**src/core/cmpd_pkg.sv**
```systemverilog
// Constants and types shared by the control-mode pin decoder
package cmpd_pkg;
    // Three-level pin reading
    typedef enum logic [1:0] {
        CMPD_TL_LOW   = 2'h0,
        CMPD_TL_HIGH  = 2'h1,
        CMPD_TL_FLOAT = 2'h2
    } cmpd_tl_t;

    // Register byte offsets
    localparam logic [3:0] CMPD_CTRL_OFS = 4'h0;
    localparam logic [3:0] CMPD_STAT_OFS = 4'h4;

    // Settings field positions (CTRL and STAT[13:8])
    localparam int CMPD_F_SWING = 0;
    localparam int CMPD_F_EDGE  = 1;
    localparam int CMPD_F_DDR   = 2;
    localparam int CMPD_F_CDLY  = 3;
    localparam int CMPD_F_DES   = 4;
    localparam int CMPD_F_RANGE = 5;
    localparam int CMPD_NSET    = 6;
    // Status field positions
    localparam int CMPD_S_EXT   = 0;
    localparam int CMPD_S_FERR  = 1;
    localparam int CMPD_S_SET   = 8;

    // Values after reset and bus response codes
    localparam logic [5:0] CMPD_CTRL_RST = 6'h21;
    localparam logic [1:0] CMPD_RESP_OK  = 2'h0;
    localparam logic [1:0] CMPD_RESP_ERR = 2'h2;
endpackage : cmpd_pkg

```
**src/core/cmpd_decoder.sv**
```systemverilog
// Control-mode strap decoder with an AXI4-Lite register slave
`timescale 1ns/1ps
module cmpd_decoder
    import cmpd_pkg::*;
(
    // Clock and reset
    input  wire logic        sys_clk,
    input  wire logic        arst_n,
    // Mode select straps
    input  wire logic        primary_sel_level,
    input  wire logic        primary_sel_floating,
    input  wire logic        secondary_sel_level,
    input  wire logic        secondary_sel_floating,
    // Shared three-level pins
    input  wire logic        range_mode_level,
    input  wire logic        range_mode_floating,
    input  wire logic        swing_pin_level,
    input  wire logic        swing_pin_floating,
    input  wire logic        edge_pin_level,
    input  wire logic        edge_pin_floating,
    input  wire logic        delay_pin_level,
    input  wire logic        delay_pin_floating,
    // Effective settings
    output logic             extended_mode_r,
    output logic             output_swing_level_r,
    output logic             output_transition_edge_r,
    output logic             ddr_clock_r,
    output logic             calibration_delay_select_r,
    output logic             dual_edge_sampling_r,
    output logic             input_full_scale_range_r,
    output logic             swing_float_error_r,
    // Serial interface taps
    output logic             serial_clock_r,
    output logic             serial_line_data_r,
    output logic             serial_select_n_r,
    // AXI4-Lite write address
    input  wire logic [3:0]  s_awaddr,
    input  wire logic        s_awvalid,
    output logic             s_awready,
    // AXI4-Lite write data
    input  wire logic [31:0] s_wdata,
    input  wire logic [3:0]  s_wstrb,
    input  wire logic        s_wvalid,
    output logic             s_wready,
    // AXI4-Lite write response
    output logic [1:0]       s_bresp,
    output logic             s_bvalid,
    input  wire logic        s_bready,
    // AXI4-Lite read address
    input  wire logic [3:0]  s_araddr,
    input  wire logic        s_arvalid,
    output logic             s_arready,
    // AXI4-Lite read data
    output logic [31:0]      s_rdata,
    output logic [1:0]       s_rresp,
    output logic             s_rvalid,
    input  wire logic        s_rready
);
    cmpd_tl_t prim_tl;
    cmpd_tl_t sec_tl;
    cmpd_tl_t rng_tl;
    cmpd_tl_t swg_tl;
    cmpd_tl_t edg_tl;
    cmpd_tl_t dly_tl;

    logic                 ext_nxt;
    logic [CMPD_NSET-1:0] set_nxt;
    logic [CMPD_NSET-1:0] ctrl_r;
    logic [CMPD_NSET-1:0] set_bus;

    logic        aw_fire;
    logic        w_fire;
    logic        ar_fire;
    logic        aw_hold_r;
    logic        aw_hold_nxt;
    logic        w_hold_r;
    logic        w_hold_nxt;
    logic        do_wr;
    logic        bvalid_nxt;
    logic        rvalid_nxt;
    logic [3:0]  awaddr_r;
    logic [3:0]  wr_addr;
    logic [31:0] wdata_r;
    logic [31:0] wr_data;
    logic [3:0]  wstrb_r;
    logic [3:0]  wr_strb;

    // Pad readers, one per three-level pin
    cmpd_tri_level u_prim (.sys_clk(sys_clk), .arst_n(arst_n),
        .pin_level(primary_sel_level),
        .pin_floating(primary_sel_floating), .level_r(prim_tl));
    cmpd_tri_level u_sec (.sys_clk(sys_clk), .arst_n(arst_n),
        .pin_level(secondary_sel_level),
        .pin_floating(secondary_sel_floating), .level_r(sec_tl));
    cmpd_tri_level u_rng (.sys_clk(sys_clk), .arst_n(arst_n),
        .pin_level(range_mode_level),
        .pin_floating(range_mode_floating), .level_r(rng_tl));
    cmpd_tri_level u_swg (.sys_clk(sys_clk), .arst_n(arst_n),
        .pin_level(swing_pin_level),
        .pin_floating(swing_pin_floating), .level_r(swg_tl));
    cmpd_tri_level u_edg (.sys_clk(sys_clk), .arst_n(arst_n),
        .pin_level(edge_pin_level),
        .pin_floating(edge_pin_floating), .level_r(edg_tl));
    cmpd_tri_level u_dly (.sys_clk(sys_clk), .arst_n(arst_n),
        .pin_level(delay_pin_level),
        .pin_floating(delay_pin_floating), .level_r(dly_tl));

    // Control mode decode from the two select straps and the range pin
    always_comb begin
        if (prim_tl == CMPD_TL_HIGH) begin
            ext_nxt = 1'b0;
        end else if (prim_tl == CMPD_TL_LOW) begin
            ext_nxt = 1'b1;
        // range pin decides when primary open and secondary high or open
        end else if (sec_tl != CMPD_TL_LOW) begin
            ext_nxt = (rng_tl == CMPD_TL_FLOAT);
        end else begin
            ext_nxt = 1'b0; // Secondary pulled low keeps pin mode
        end
    end

    // Settings seen by the core in each mode
    always_comb begin
        set_nxt = ctrl_r;
        // pin mode ignores the software settings
        if (!ext_nxt) begin
            set_nxt[CMPD_F_SWING] = (swg_tl == CMPD_TL_HIGH);
            // edge pin picks data transition edge
            set_nxt[CMPD_F_EDGE]  = (edg_tl == CMPD_TL_HIGH);
            // open edge pin runs a DDR clock
            set_nxt[CMPD_F_DDR]   = (edg_tl == CMPD_TL_FLOAT);
            set_nxt[CMPD_F_CDLY]  = (dly_tl == CMPD_TL_HIGH);
            // open delay pin gives short plus dual-edge
            set_nxt[CMPD_F_DES]   = (dly_tl == CMPD_TL_FLOAT);
            // range pin low reduced, high normal
            set_nxt[CMPD_F_RANGE] = (rng_tl == CMPD_TL_HIGH);
        end
    end

    // Effective settings, registered
    always_ff @(posedge sys_clk or negedge arst_n) begin
        if (!arst_n) begin
            extended_mode_r            <= 1'b0;
            output_swing_level_r       <= 1'b0;
            output_transition_edge_r   <= 1'b0;
            ddr_clock_r                <= 1'b0;
            calibration_delay_select_r <= 1'b0;
            dual_edge_sampling_r       <= 1'b0;
            input_full_scale_range_r   <= 1'b0;
        end else begin
            extended_mode_r            <= ext_nxt;
            output_swing_level_r       <= set_nxt[CMPD_F_SWING];
            output_transition_edge_r   <= set_nxt[CMPD_F_EDGE];
            ddr_clock_r                <= set_nxt[CMPD_F_DDR];
            calibration_delay_select_r <= set_nxt[CMPD_F_CDLY];
            dual_edge_sampling_r       <= set_nxt[CMPD_F_DES];
            input_full_scale_range_r   <= set_nxt[CMPD_F_RANGE];
        end
    end

    // Strapping fault and serial taps
    always_ff @(posedge sys_clk or negedge arst_n) begin
        if (!arst_n) begin
            swing_float_error_r <= 1'b0;
            serial_clock_r      <= 1'b0;
            serial_line_data_r  <= 1'b0;
            serial_select_n_r   <= 1'b1;
        end else begin
            // an open swing pin in pin mode is flagged
            swing_float_error_r <= !ext_nxt && (swg_tl == CMPD_TL_FLOAT);
            serial_clock_r     <= ext_nxt && (swg_tl == CMPD_TL_HIGH);
            serial_line_data_r <= ext_nxt && (edg_tl == CMPD_TL_HIGH);
            serial_select_n_r  <= !ext_nxt || (dly_tl != CMPD_TL_LOW);
        end
    end

    // Bus handshakes
    assign aw_fire = s_awvalid && s_awready;
    assign w_fire  = s_wvalid && s_wready;
    assign ar_fire = s_arvalid && s_arready;
    assign set_bus = {input_full_scale_range_r, dual_edge_sampling_r,
                      calibration_delay_select_r, ddr_clock_r,
                      output_transition_edge_r, output_swing_level_r};

    // Write channel bookkeeping; address and data in either order
    always_comb begin
        aw_hold_nxt = aw_hold_r || aw_fire;
        w_hold_nxt  = w_hold_r || w_fire;
        wr_addr     = aw_fire ? s_awaddr : awaddr_r;
        wr_data     = w_fire ? s_wdata : wdata_r;
        wr_strb     = w_fire ? s_wstrb : wstrb_r;
        do_wr       = aw_hold_nxt && w_hold_nxt && !s_bvalid;
        if (do_wr) begin
            aw_hold_nxt = 1'b0;
            w_hold_nxt  = 1'b0;
        end
        bvalid_nxt = (s_bvalid && !s_bready) || do_wr;
        rvalid_nxt = (s_rvalid && !s_rready) || ar_fire;
    end

    // Write side registers
    always_ff @(posedge sys_clk or negedge arst_n) begin
        if (!arst_n) begin
            aw_hold_r <= 1'b0;
            w_hold_r  <= 1'b0;
            awaddr_r  <= 4'h0;
            wdata_r   <= 32'h0;
            wstrb_r   <= 4'h0;
            s_awready <= 1'b0;
            s_wready  <= 1'b0;
            s_bvalid  <= 1'b0;
            s_bresp   <= CMPD_RESP_OK;
        end else begin
            aw_hold_r <= aw_hold_nxt;
            w_hold_r  <= w_hold_nxt;
            if (aw_fire) begin
                awaddr_r <= s_awaddr;
            end
            if (w_fire) begin
                wdata_r <= s_wdata;
                wstrb_r <= s_wstrb;
            end
            s_awready <= !aw_hold_nxt && !bvalid_nxt;
            s_wready  <= !w_hold_nxt && !bvalid_nxt;
            s_bvalid  <= bvalid_nxt;
            if (do_wr) begin
                s_bresp <= (wr_addr == CMPD_CTRL_OFS ||
                            wr_addr == CMPD_STAT_OFS) ?
                           CMPD_RESP_OK : CMPD_RESP_ERR;
            end
        end
    end

    // Serial-mode settings written by software, low byte lane only
    always_ff @(posedge sys_clk or negedge arst_n) begin
        if (!arst_n) begin
            ctrl_r <= CMPD_CTRL_RST;
        end else if (do_wr && wr_addr == CMPD_CTRL_OFS && wr_strb[0]) begin
            ctrl_r <= wr_data[CMPD_NSET-1:0];
        end
    end

    // Read side
    always_ff @(posedge sys_clk or negedge arst_n) begin
        if (!arst_n) begin
            s_arready <= 1'b0;
            s_rvalid  <= 1'b0;
            s_rdata   <= 32'h0;
            s_rresp   <= CMPD_RESP_OK;
        end else begin
            s_arready <= !rvalid_nxt;
            s_rvalid  <= rvalid_nxt;
            if (ar_fire) begin
                s_rdata <= 32'h0;
                s_rresp <= CMPD_RESP_OK;
                unique case (s_araddr)
                    CMPD_CTRL_OFS: begin
                        s_rdata[CMPD_NSET-1:0] <= ctrl_r;
                    end
                    CMPD_STAT_OFS: begin
                        s_rdata[CMPD_S_EXT]  <= extended_mode_r;
                        s_rdata[CMPD_S_FERR] <= swing_float_error_r;
                        s_rdata[CMPD_S_SET +: CMPD_NSET] <= set_bus;
                    end
                    default: begin
                        s_rresp <= CMPD_RESP_ERR;
                    end
                endcase
            end
        end
    end

    // Checks on decode and bus behaviour
    property p_prim_high;
        @(posedge sys_clk) disable iff (!arst_n)
        prim_tl == CMPD_TL_HIGH |=> !extended_mode_r;
    endproperty
    a_prim_high: assert property (p_prim_high)
        else $error("primary high did not give pin mode");

    property p_range_decides;
        @(posedge sys_clk) disable iff (!arst_n)
        (prim_tl == CMPD_TL_FLOAT && sec_tl != CMPD_TL_LOW)
        |=> extended_mode_r == $past(rng_tl == CMPD_TL_FLOAT);
    endproperty
    a_range_decides: assert property (p_range_decides)
        else $error("range pin did not pick the mode");

    property p_prim_low;
        @(posedge sys_clk) disable iff (!arst_n)
        prim_tl == CMPD_TL_LOW |=> extended_mode_r;
    endproperty
    a_prim_low: assert property (p_prim_low)
        else $error("primary low did not give serial mode");

    property p_range_sel;
        @(posedge sys_clk) disable iff (!arst_n)
        (!ext_nxt && rng_tl != CMPD_TL_FLOAT)
        |=> input_full_scale_range_r == $past(rng_tl == CMPD_TL_HIGH);
    endproperty
    a_range_sel: assert property (p_range_sel)
        else $error("full scale range wrong in pin mode");

    property p_edge_sel;
        @(posedge sys_clk) disable iff (!arst_n)
        (!ext_nxt && edg_tl != CMPD_TL_FLOAT) |=> !ddr_clock_r &&
        output_transition_edge_r == $past(edg_tl == CMPD_TL_HIGH);
    endproperty
    a_edge_sel: assert property (p_edge_sel)
        else $error("output edge wrong in pin mode");

    property p_ddr;
        @(posedge sys_clk) disable iff (!arst_n)
        (!ext_nxt && edg_tl == CMPD_TL_FLOAT) |=> ddr_clock_r;
    endproperty
    a_ddr: assert property (p_ddr)
        else $error("open edge pin did not give DDR");

    property p_delay_des;
        @(posedge sys_clk) disable iff (!arst_n)
        (!ext_nxt && dly_tl == CMPD_TL_FLOAT)
        |=> dual_edge_sampling_r && !calibration_delay_select_r;
    endproperty
    a_delay_des: assert property (p_delay_des)
        else $error("open delay pin did not give short dual-edge");

    property p_swing_err;
        @(posedge sys_clk) disable iff (!arst_n)
        (!ext_nxt && swg_tl == CMPD_TL_FLOAT) |=> swing_float_error_r;
    endproperty
    a_swing_err: assert property (p_swing_err)
        else $error("open swing pin not flagged");

    property p_serial_idle;
        @(posedge sys_clk) disable iff (!arst_n)
        !extended_mode_r |-> serial_select_n_r && !serial_clock_r;
    endproperty
    a_serial_idle: assert property (p_serial_idle)
        else $error("serial lines active in pin mode");

    property p_bresp_in_time;
        @(posedge sys_clk) disable iff (!arst_n)
        do_wr |=> s_bvalid;
    endproperty
    a_bresp_in_time: assert property (p_bresp_in_time)
        else $error("write response not raised");

    property p_ctrl_ignored;
        @(posedge sys_clk) disable iff (!arst_n)
        (!ext_nxt && $changed(ctrl_r) && $stable(swg_tl))
        |=> $stable(output_swing_level_r);
    endproperty
    a_ctrl_ignored: assert property (p_ctrl_ignored)
        else $error("software setting leaked into pin mode");

    c_serial_mode: cover property (@(posedge sys_clk)
        disable iff (!arst_n) $rose(extended_mode_r));
    c_ddr_mode: cover property (@(posedge sys_clk)
        disable iff (!arst_n) ddr_clock_r && !extended_mode_r);
    c_write: cover property (@(posedge sys_clk)
        disable iff (!arst_n) s_bvalid && s_bready);
    c_read_err: cover property (@(posedge sys_clk)
        disable iff (!arst_n) s_rvalid && s_rresp == CMPD_RESP_ERR);
endmodule : cmpd_decoder

```
**src/core/cmpd_tri_level.sv**
```systemverilog
// Registered reader for one three-level strap pin
`timescale 1ns/1ps
module cmpd_tri_level
    import cmpd_pkg::*;
(
    // Clock and reset
    input  wire logic     sys_clk,
    input  wire logic     arst_n,
    // Pad sense
    input  wire logic     pin_level,
    input  wire logic     pin_floating,
    // Decoded reading
    output cmpd_tl_t      level_r
);
    // Floating sense wins over the weak level seen on an open pin
    always_ff @(posedge sys_clk or negedge arst_n) begin
        if (!arst_n) begin
            level_r <= CMPD_TL_FLOAT;
        end else if (pin_floating) begin
            level_r <= CMPD_TL_FLOAT;
        end else begin
            level_r <= pin_level ? CMPD_TL_HIGH : CMPD_TL_LOW;
        end
    end
endmodule : cmpd_tri_level

```
**config.mk**
```make
export PLATFORM = sky130hd
export DESIGN_NAME = cmpd_decoder
export DESIGN_NICKNAME = d
export VERILOG_FILES = /design/src/core/cmpd_pkg.sv /design/src/core/cmpd_decoder.sv /design/src/core/cmpd_tri_level.sv
export SDC_FILE = /design/constraint.sdc
export NUM_CORES = 1
export LEC_CHECK = 0
export ABC_AREA = 0
export BUFFER_PORTS_ARGS = -buffer_cell sky130_fd_sc_hd__buf_2
export CORE_ASPECT_RATIO = 1.5
export CORE_MARGIN = 3
export CORE_UTILIZATION = 30
export DETAILED_ROUTE_END_ITERATION = 16
export PLACE_DENSITY = 0.53
export SLEW_MARGIN = 25
export SYNTH_ARGS = -nofsm -noshare
export SYNTH_HDL_FRONTEND = slang
export SYNTH_SLANG_ARGS = --single-unit
```
**constraint.sdc**
```tcl
create_clock -name sys_clk -period 1.86 [get_ports sys_clk]
set_input_delay 0.093 -clock sys_clk [delete_from_list [all_inputs] [get_ports sys_clk]]
set_output_delay 0.093 -clock sys_clk [all_outputs]
set_load 0.01 [all_outputs]
```
==> impl_metrics.json, run 1 <==
{
  "rr_worst_depth": 4,
  "cp.required_ns": 2.06,
  "netlist-cell-type-count": 28,
  "grt_pass1_vias": 1576,
  "synthArstFlopShare_pct": 100.0,
  "yosysTopAreaCellShare_pct": 54.42,
  "ys_seq_area_share_pct": 64.31,
  "synthSimpleGateAreaFrac_pct": 10.68,
  "htree_levels": 3,
  "cts_resized": 0,
  "layout-drive-gt1-share_pct": 41.39,
  "critPathCaptureType": "register",
  "r2r_setup_slack_ns": 0.13,
  "place_area_sq_um": 2798,
  "grtUsageTotal_pct": 11.03,
  "crit_fanout": 6,
  "pre_cts_ws_ns": 0.1393,
  "cap_violations": 0,
  "synthAdderAreaFrac_pct": 0,
  "routed_wl_mm": 4.687,
  "fin_util_pct": 42.12,
  "core_sq_um": 7661,
  "io_pins": 115,
  "skew_ns": 0.008574,
  "cts_made_buffers": 9,
  "hold_path.class": "primary input to register",
  "cp-endpoint": "ctrl_r[1]",
  "fin_crit_sh_pct": 93.03,
  "rsz0062_at_grt": "no",
  "synthFlopType": "dfrtp_1",
  "critPathLaunch": "s_awready",
  "die_h_um": 115.3,
  "synthToLayoutAreaGrowth_pct": 34.96,
  "antennaDiodeCount": 0,
  "clkTransAtPathRegs_ns": 0.05,
  "clock_latency_ns": 0.32,
  "cts_setup_buffers": 0,
  "avgRoutedWirePerCell_um": 12.50,
  "vias_per_cell": 4.120,
  "timing.rr.start": "s_awready",
  "synth-seq-cells": 61,
  "syn_area_sq_um": 2391,
  "hold_slack_ns": 0.002425,
  "grt_overflow": 0,
  "clock_sinks": 61,
  "period_minus_slack_ns": 1.730,
  "start_util_pct": 31.21,
  "synth_top_family_by_area": "simple AND/OR/NAND/NOR gates",
  "drc": 0,
  "hpwlAfterDp_mm": 3.449,
  "cp.arrival_ns": 1.93,
  "antenna_found_initial": 0,
  "status": "complete, no violations",
  "synth_warnings": 0,
  "drt-initial-drc-count": 44,
  "clock.fmax_mhz": 577.9,
  "vias": 1545,
  "power_density_nw_per_um2": 1347,
  "setup_slack_ns": 0.1296,
  "cp-start-kind": "register",
  "cts_buffer_depth": 2,
  "cts_root_buf": "clkbuf_16",
  "grt_pass1_wl_mm": 7.514,
  "fillers": 758,
  "synth_xor_xnor_area_share_pct": 0,
  "antenna_left": 0,
  "tritoncts": "done",
  "num_rows": 39,
  "p_leak_nw": 1.626,
  "portBuffers": 63,
  "final_cell_area_sq_um": 3227,
  "dieArea_sq_um": 9100,
  "ir_worst_vdd_v": 0.0007685,
  "synth_compound_area_share_pct": 8.477,
  "r2r-end": "ctrl_r[1]",
  "hold_viol": 0,
  "synth_top_cell_by_area": "dfrtp_1",
  "nets": 331,
  "path_class": "register to register",
  "dieWidth_um": 78.90,
  "maxSlewViolCount": 0,
  "setup_viol_count_final": 0,
  "power_mw": 4.347,
  "final_common_cell": "buf_2",
  "netlist_instances": 180,
  "synth_edf_count": 0,
  "routabilityCongestion": 0.7019,
  "final_cells": 375,
  "ys_top_cells_by_area": "dfrtp_1 (54%), dfstp_2 (9.9%), mux2_2 (7.5%), buf_4 (6.9%), a22o_1 (3.7%)",
  "firstDrtPassIters": 2,
  "grt_max_degree": 30,
  "final_cell_mix": "buf_2 (63), dfrtp_1 (52), conb_1 (22)",
  "dp_cells": 348,
  "muxShareOfSynthArea_pct": 8.373,
  "fin_tns_setup_ns": 0,
  "synth_area_per_cell_sq_um": 13.28
}
cell families (layout without fill, tap and decap cells):
| family | count (synthesis) | in the layout |
|---|---|---|
| and+or+nand+nor | 43 | 43 |
| muxes | 18 | 18 |
| buffers and inverters | 29 | 101 |
| AOI/OAI and AO/OA | 28 | 28 |
| DFF | 61 | 61 |
| other | 1 | 22 |
registers in the layout, indices dropped and copies added, names as in the netlist, 2 cells and up:
register        flops
s_rdata            12
ctrl_r              6
wdata_r             6
awaddr_r            4
u_dly.level_r       2
u_edg.level_r       2
u_prim.level_r      2
u_rng.level_r       2
u_sec.level_r       2
u_swg.level_r       2
area by class of cell:
type	count	area, sq um	share of cell area, %
Sequential cell	61	1538	47.65
Multi-Input combinational cell	111	740.7	22.95
Timing Repair Buffer	80	483.0	14.97
Clock buffer	12	246.5	7.639
Tap cell	102	127.6	3.955
Clock inverter	4	72.57	2.249
Inverter	5	18.77	0.5816
power by group:
| group | internal, mW | switching (mW) | leakage [nW] | total (mW) |
|---|---|---|---|---|
| Sequential | 1.64 | 0.164 | 0.758 | 1.81 |
| Clock | 1.21 | 0.548 | 0.153 | 1.75 |
| Combinational | 0.404 | 0.384 | 0.715 | 0.787 |
synthesized netlist by cell type (2+ instances only):
library cell / count
nand2b_1: 5
dfrtp_1: 52
nand2_1: 13
o21ai_0: 8
clkbuf_1: 2
mux2_2: 16
mux2i_1: 2
buf_4: 22
o211ai_1: 2
a21oi_1: 3
nor2b_1: 11
dfstp_2: 9
nor2_1: 7
inv_1: 5
a22o_1: 10
per-layer routing:
layer	GRT usage (%)	part of all wire (%)
met5	0	0
met4	6.881	2.3
met3	2.900	6.5
met2	18.55	52
met1	12.41	39
critical path: stages (launching register included):
cell and delay, ns:
dfrtp_1 0.43, a211o_1 0.29, a221oi_2 0.38, nand4b_4 0.21, mux2_2 0.31
worst min path at each step:
stage	slack [ns]	cells past startpoint	startpoint	endpoint
5_1_grt	0.02	2	s_wdata[3]	wdata_r[3]
3_3_place_gp	0.06	1	arst_n	u_sec.level_r[0]
6_report	0.002	2	s_rready	s_rvalid
4_1_cts	0.002	2	s_rready	s_rvalid
2_1_floorplan	-0.20	0	arst_n	aw_hold_r
3_5_place_dp	0.06	1	arst_n	u_sec.level_r[0]
timing repair:
action | 4_1_cts | 5_1_grt
hold buffers | 11 | 0
endpoints found under the setup margin | 0 | 0
endpoints found under the hold margin | 25 | 0
(Power assumes the default switching activity.)
==> run 2: changes to the inputs <==
- PLACE_DENSITY: 0.53 -> unset
- PLACE_DENSITY_LB_ADDON: unset -> 0.08
==> run 2 against run 1 <==
Clock skew down 0.0023 ns. Worst hold slack gained 0.017 ns. Fmax grew 0.86%. Register-to-register slack about the same. Design area shrank 1.6%. Global-route usage up 0.49 points. Setup slack improved by 0.015 ns. First-iteration DRC count rose by 75%. Critical path depth did not move. Power fell by 5.8%. Final cell count down 0.27%. Critical endpoint is now ctrl_r[2]. Highest routed layer unchanged.
==> impl_metrics.json, run 2 (synthesized netlist as in run 1, its figures left out) <==
{
  "status": "complete, no violations",
  "p_int_mw": 3.001,
  "largest_register_ffs": 12,
  "setup_viol_count_final": 0,
  "skew_ns": 0.006290,
  "grt_overflow": 0,
  "maxSlewViolCount": 0,
  "cts_made_buffers": 9,
  "cts_buffer_depth": 2,
  "num_rows": 39,
  "core_sq_um": 7661,
  "antennaDiodeCount": 0,
  "cts_setup_buffers": 0,
  "hpwlAfterDp_mm": 3.407,
  "htree_levels": 3,
  "path_class": "register to register",
  "hold_viol": 0,
  "drt-initial-drc-count": 77,
  "grt_pass1_vias": 1560,
  "reg_top3": "s_rdata: 12 flops, ctrl_r: 6 flops, wdata_r: 6 flops",
  "hold_path.class": "primary input to register",
  "critPathCaptureType": "register",
  "portBuffers": 63,
  "p_switching_mw": 1.094,
  "antenna_found_initial": 0,
  "die_h_um": 115.3,
  "routed_wl_mm": 4.782,
  "antenna_left": 0,
  "final_cell_area_sq_um": 3177,
  "start_util_pct": 31.21,
  "p_leak_nw": 1.604,
  "ir_worst_vdd_v": 0.0006814,
  "tritoncts": "done",
  "regArea_sq_um": 1538,
  "grt_max_degree": 62,
  "dieWidth_um": 78.90,
  "fillers": 778,
  "ctsHoldBuffers": 12,
  "vias": 1547,
  "rsz0062_at_grt": "no",
  "multi_input_area_sq_um": 740.7,
  "cts_root_buf": "clkbuf_16",
  "comb_power_share_pct": 18.9,
  "fin_util_pct": 41.47,
  "cts_resized": 0,
  "cp_slowest_cell": "dfrtp_1",
  "cap_violations": 0,
  "power_density_nw_per_um2": 1289,
  "fin_crit_sh_pct": 92.24,
  "grt_pass1_wl_mm": 7.714,
  "r2r_setup_slack_ns": 0.14,
  "final_cell_mix": "buf_2 (63), dfrtp_1 (52), conb_1 (22)",
  "avgRoutedWirePerCell_um": 12.79,
  "cp_slowest_stage_delay_ns": 0.43,
  "dieArea_sq_um": 9100,
  "clock_power_share_pct": 36.9,
  "clock.fmax_mhz": 582.9,
  "cp-start-kind": "register",
  "drc": 0,
  "clock_latency_ns": 0.32,
  "power_mw": 4.095,
  "p_sw_share_pct": 26.71,
  "vias_per_cell": 4.136,
  "path_cells": "a211o_1, a221oi_2, nand4b_4, mux2_2",
  "firstDrtPassIters": 4,
  "nets": 330,
  "clkTransAtPathRegs_ns": 0.05,
  "hold_slack_ns": 0.01968,
  "crit_fanout": 6,
  "clock_sinks": 61,
  "place_area_sq_um": 2783,
  "max_flop_register": "s_rdata",
  "synthToLayoutAreaGrowth_pct": 32.86,
  "cp.arrival_ns": 1.92,
  "routabilityCongestion": 0.6768,
  "fin_tns_setup_ns": 0,
  "io_pins": 115,
  "p_seq_share_pct": 44.2,
  "cp.required_ns": 2.07,
  "grtUsageTotal_pct": 11.53,
  "final_common_cell": "buf_2",
  "layout-drive-gt1-share_pct": 40.44,
  "period_minus_slack_ns": 1.716
}
==> run 2: cell count changes in the layout (fill, tap and decap cells not counted), sizes merged <==
cell / previous run / this run
buf: 69 / 67
bufinv: 2 / 0
clkbuf: 12 / 14
clkinv: 1 / 2
clkinvlp: 1 / 0
dlygate4sd3: 11 / 12
==> run 2: final timing paths <==
kind	start	to	depth (start not counted)
worst max-delay path	s_awready	ctrl_r[2]	4
worst min-delay path	s_awaddr[0]	awaddr_r[0]	2
worst max register to register	s_awready	ctrl_r[2]	4
worst min register to register	u_swg.level_r[0]	swing_float_error_r	1
max in group asynchronous	arst_n	ctrl_r[5]	3
min in group asynchronous	arst_n	s_rdata[12]	3
==> run 2: metrics by stage <==
stage          cells  worst slack (ns)
6_report         374            0.1444
5_1_grt          374           0.01570
4_1_cts          374            0.1196
3_5_place_dp     346            0.1276
3_3_place_gp     346            0.1323
2_1_floorplan    201            0.2385
==> run 2: critical path: cells and delay by family (launching register included) <==
family,cells,cell delay [ns]
mux,1,0.31
simple gates,1,0.21
compound gates,2,0.65
flops,1,0.43
==> run 2: layout make-up <==
class / instances / share of cell area (%)
multi-input cells: 111 / 23.32
clock inverters: 2 / 0.3151
clock buffers: 14 / 8.310
well taps: 102 / 4.017
repair buffers: 79 / 15.05
flip-flops and latches: 61 / 48.40
inverters: 5 / 0.5908
==> run 2: routing by layer <==
| metal | GRT usage [%] | share of wire [%] | vias to the layer above |
|---|---|---|---|
| li1 | - | - | 747 |
| met1 | 13.30 | 40 | 736 |
| met2 | 18.38 | 51 | 53 |
| met3 | 4.310 | 6.6 | 11 |
| met4 | 6.537 | 2.5 | 0 |
| met5 | 0 | 0 | - |
==> run 2: power by group through the flow <==
stage               Sequential, mW  Clock [mW]  Combinational, mW
finish                        1.81        1.51              0.775
global route                  1.85        1.63              0.875
CTS                           1.82        1.56              0.799
detailed placement            1.84           0              0.778
global placement              1.84           0              0.770
floorplan                     1.82           0              0.506
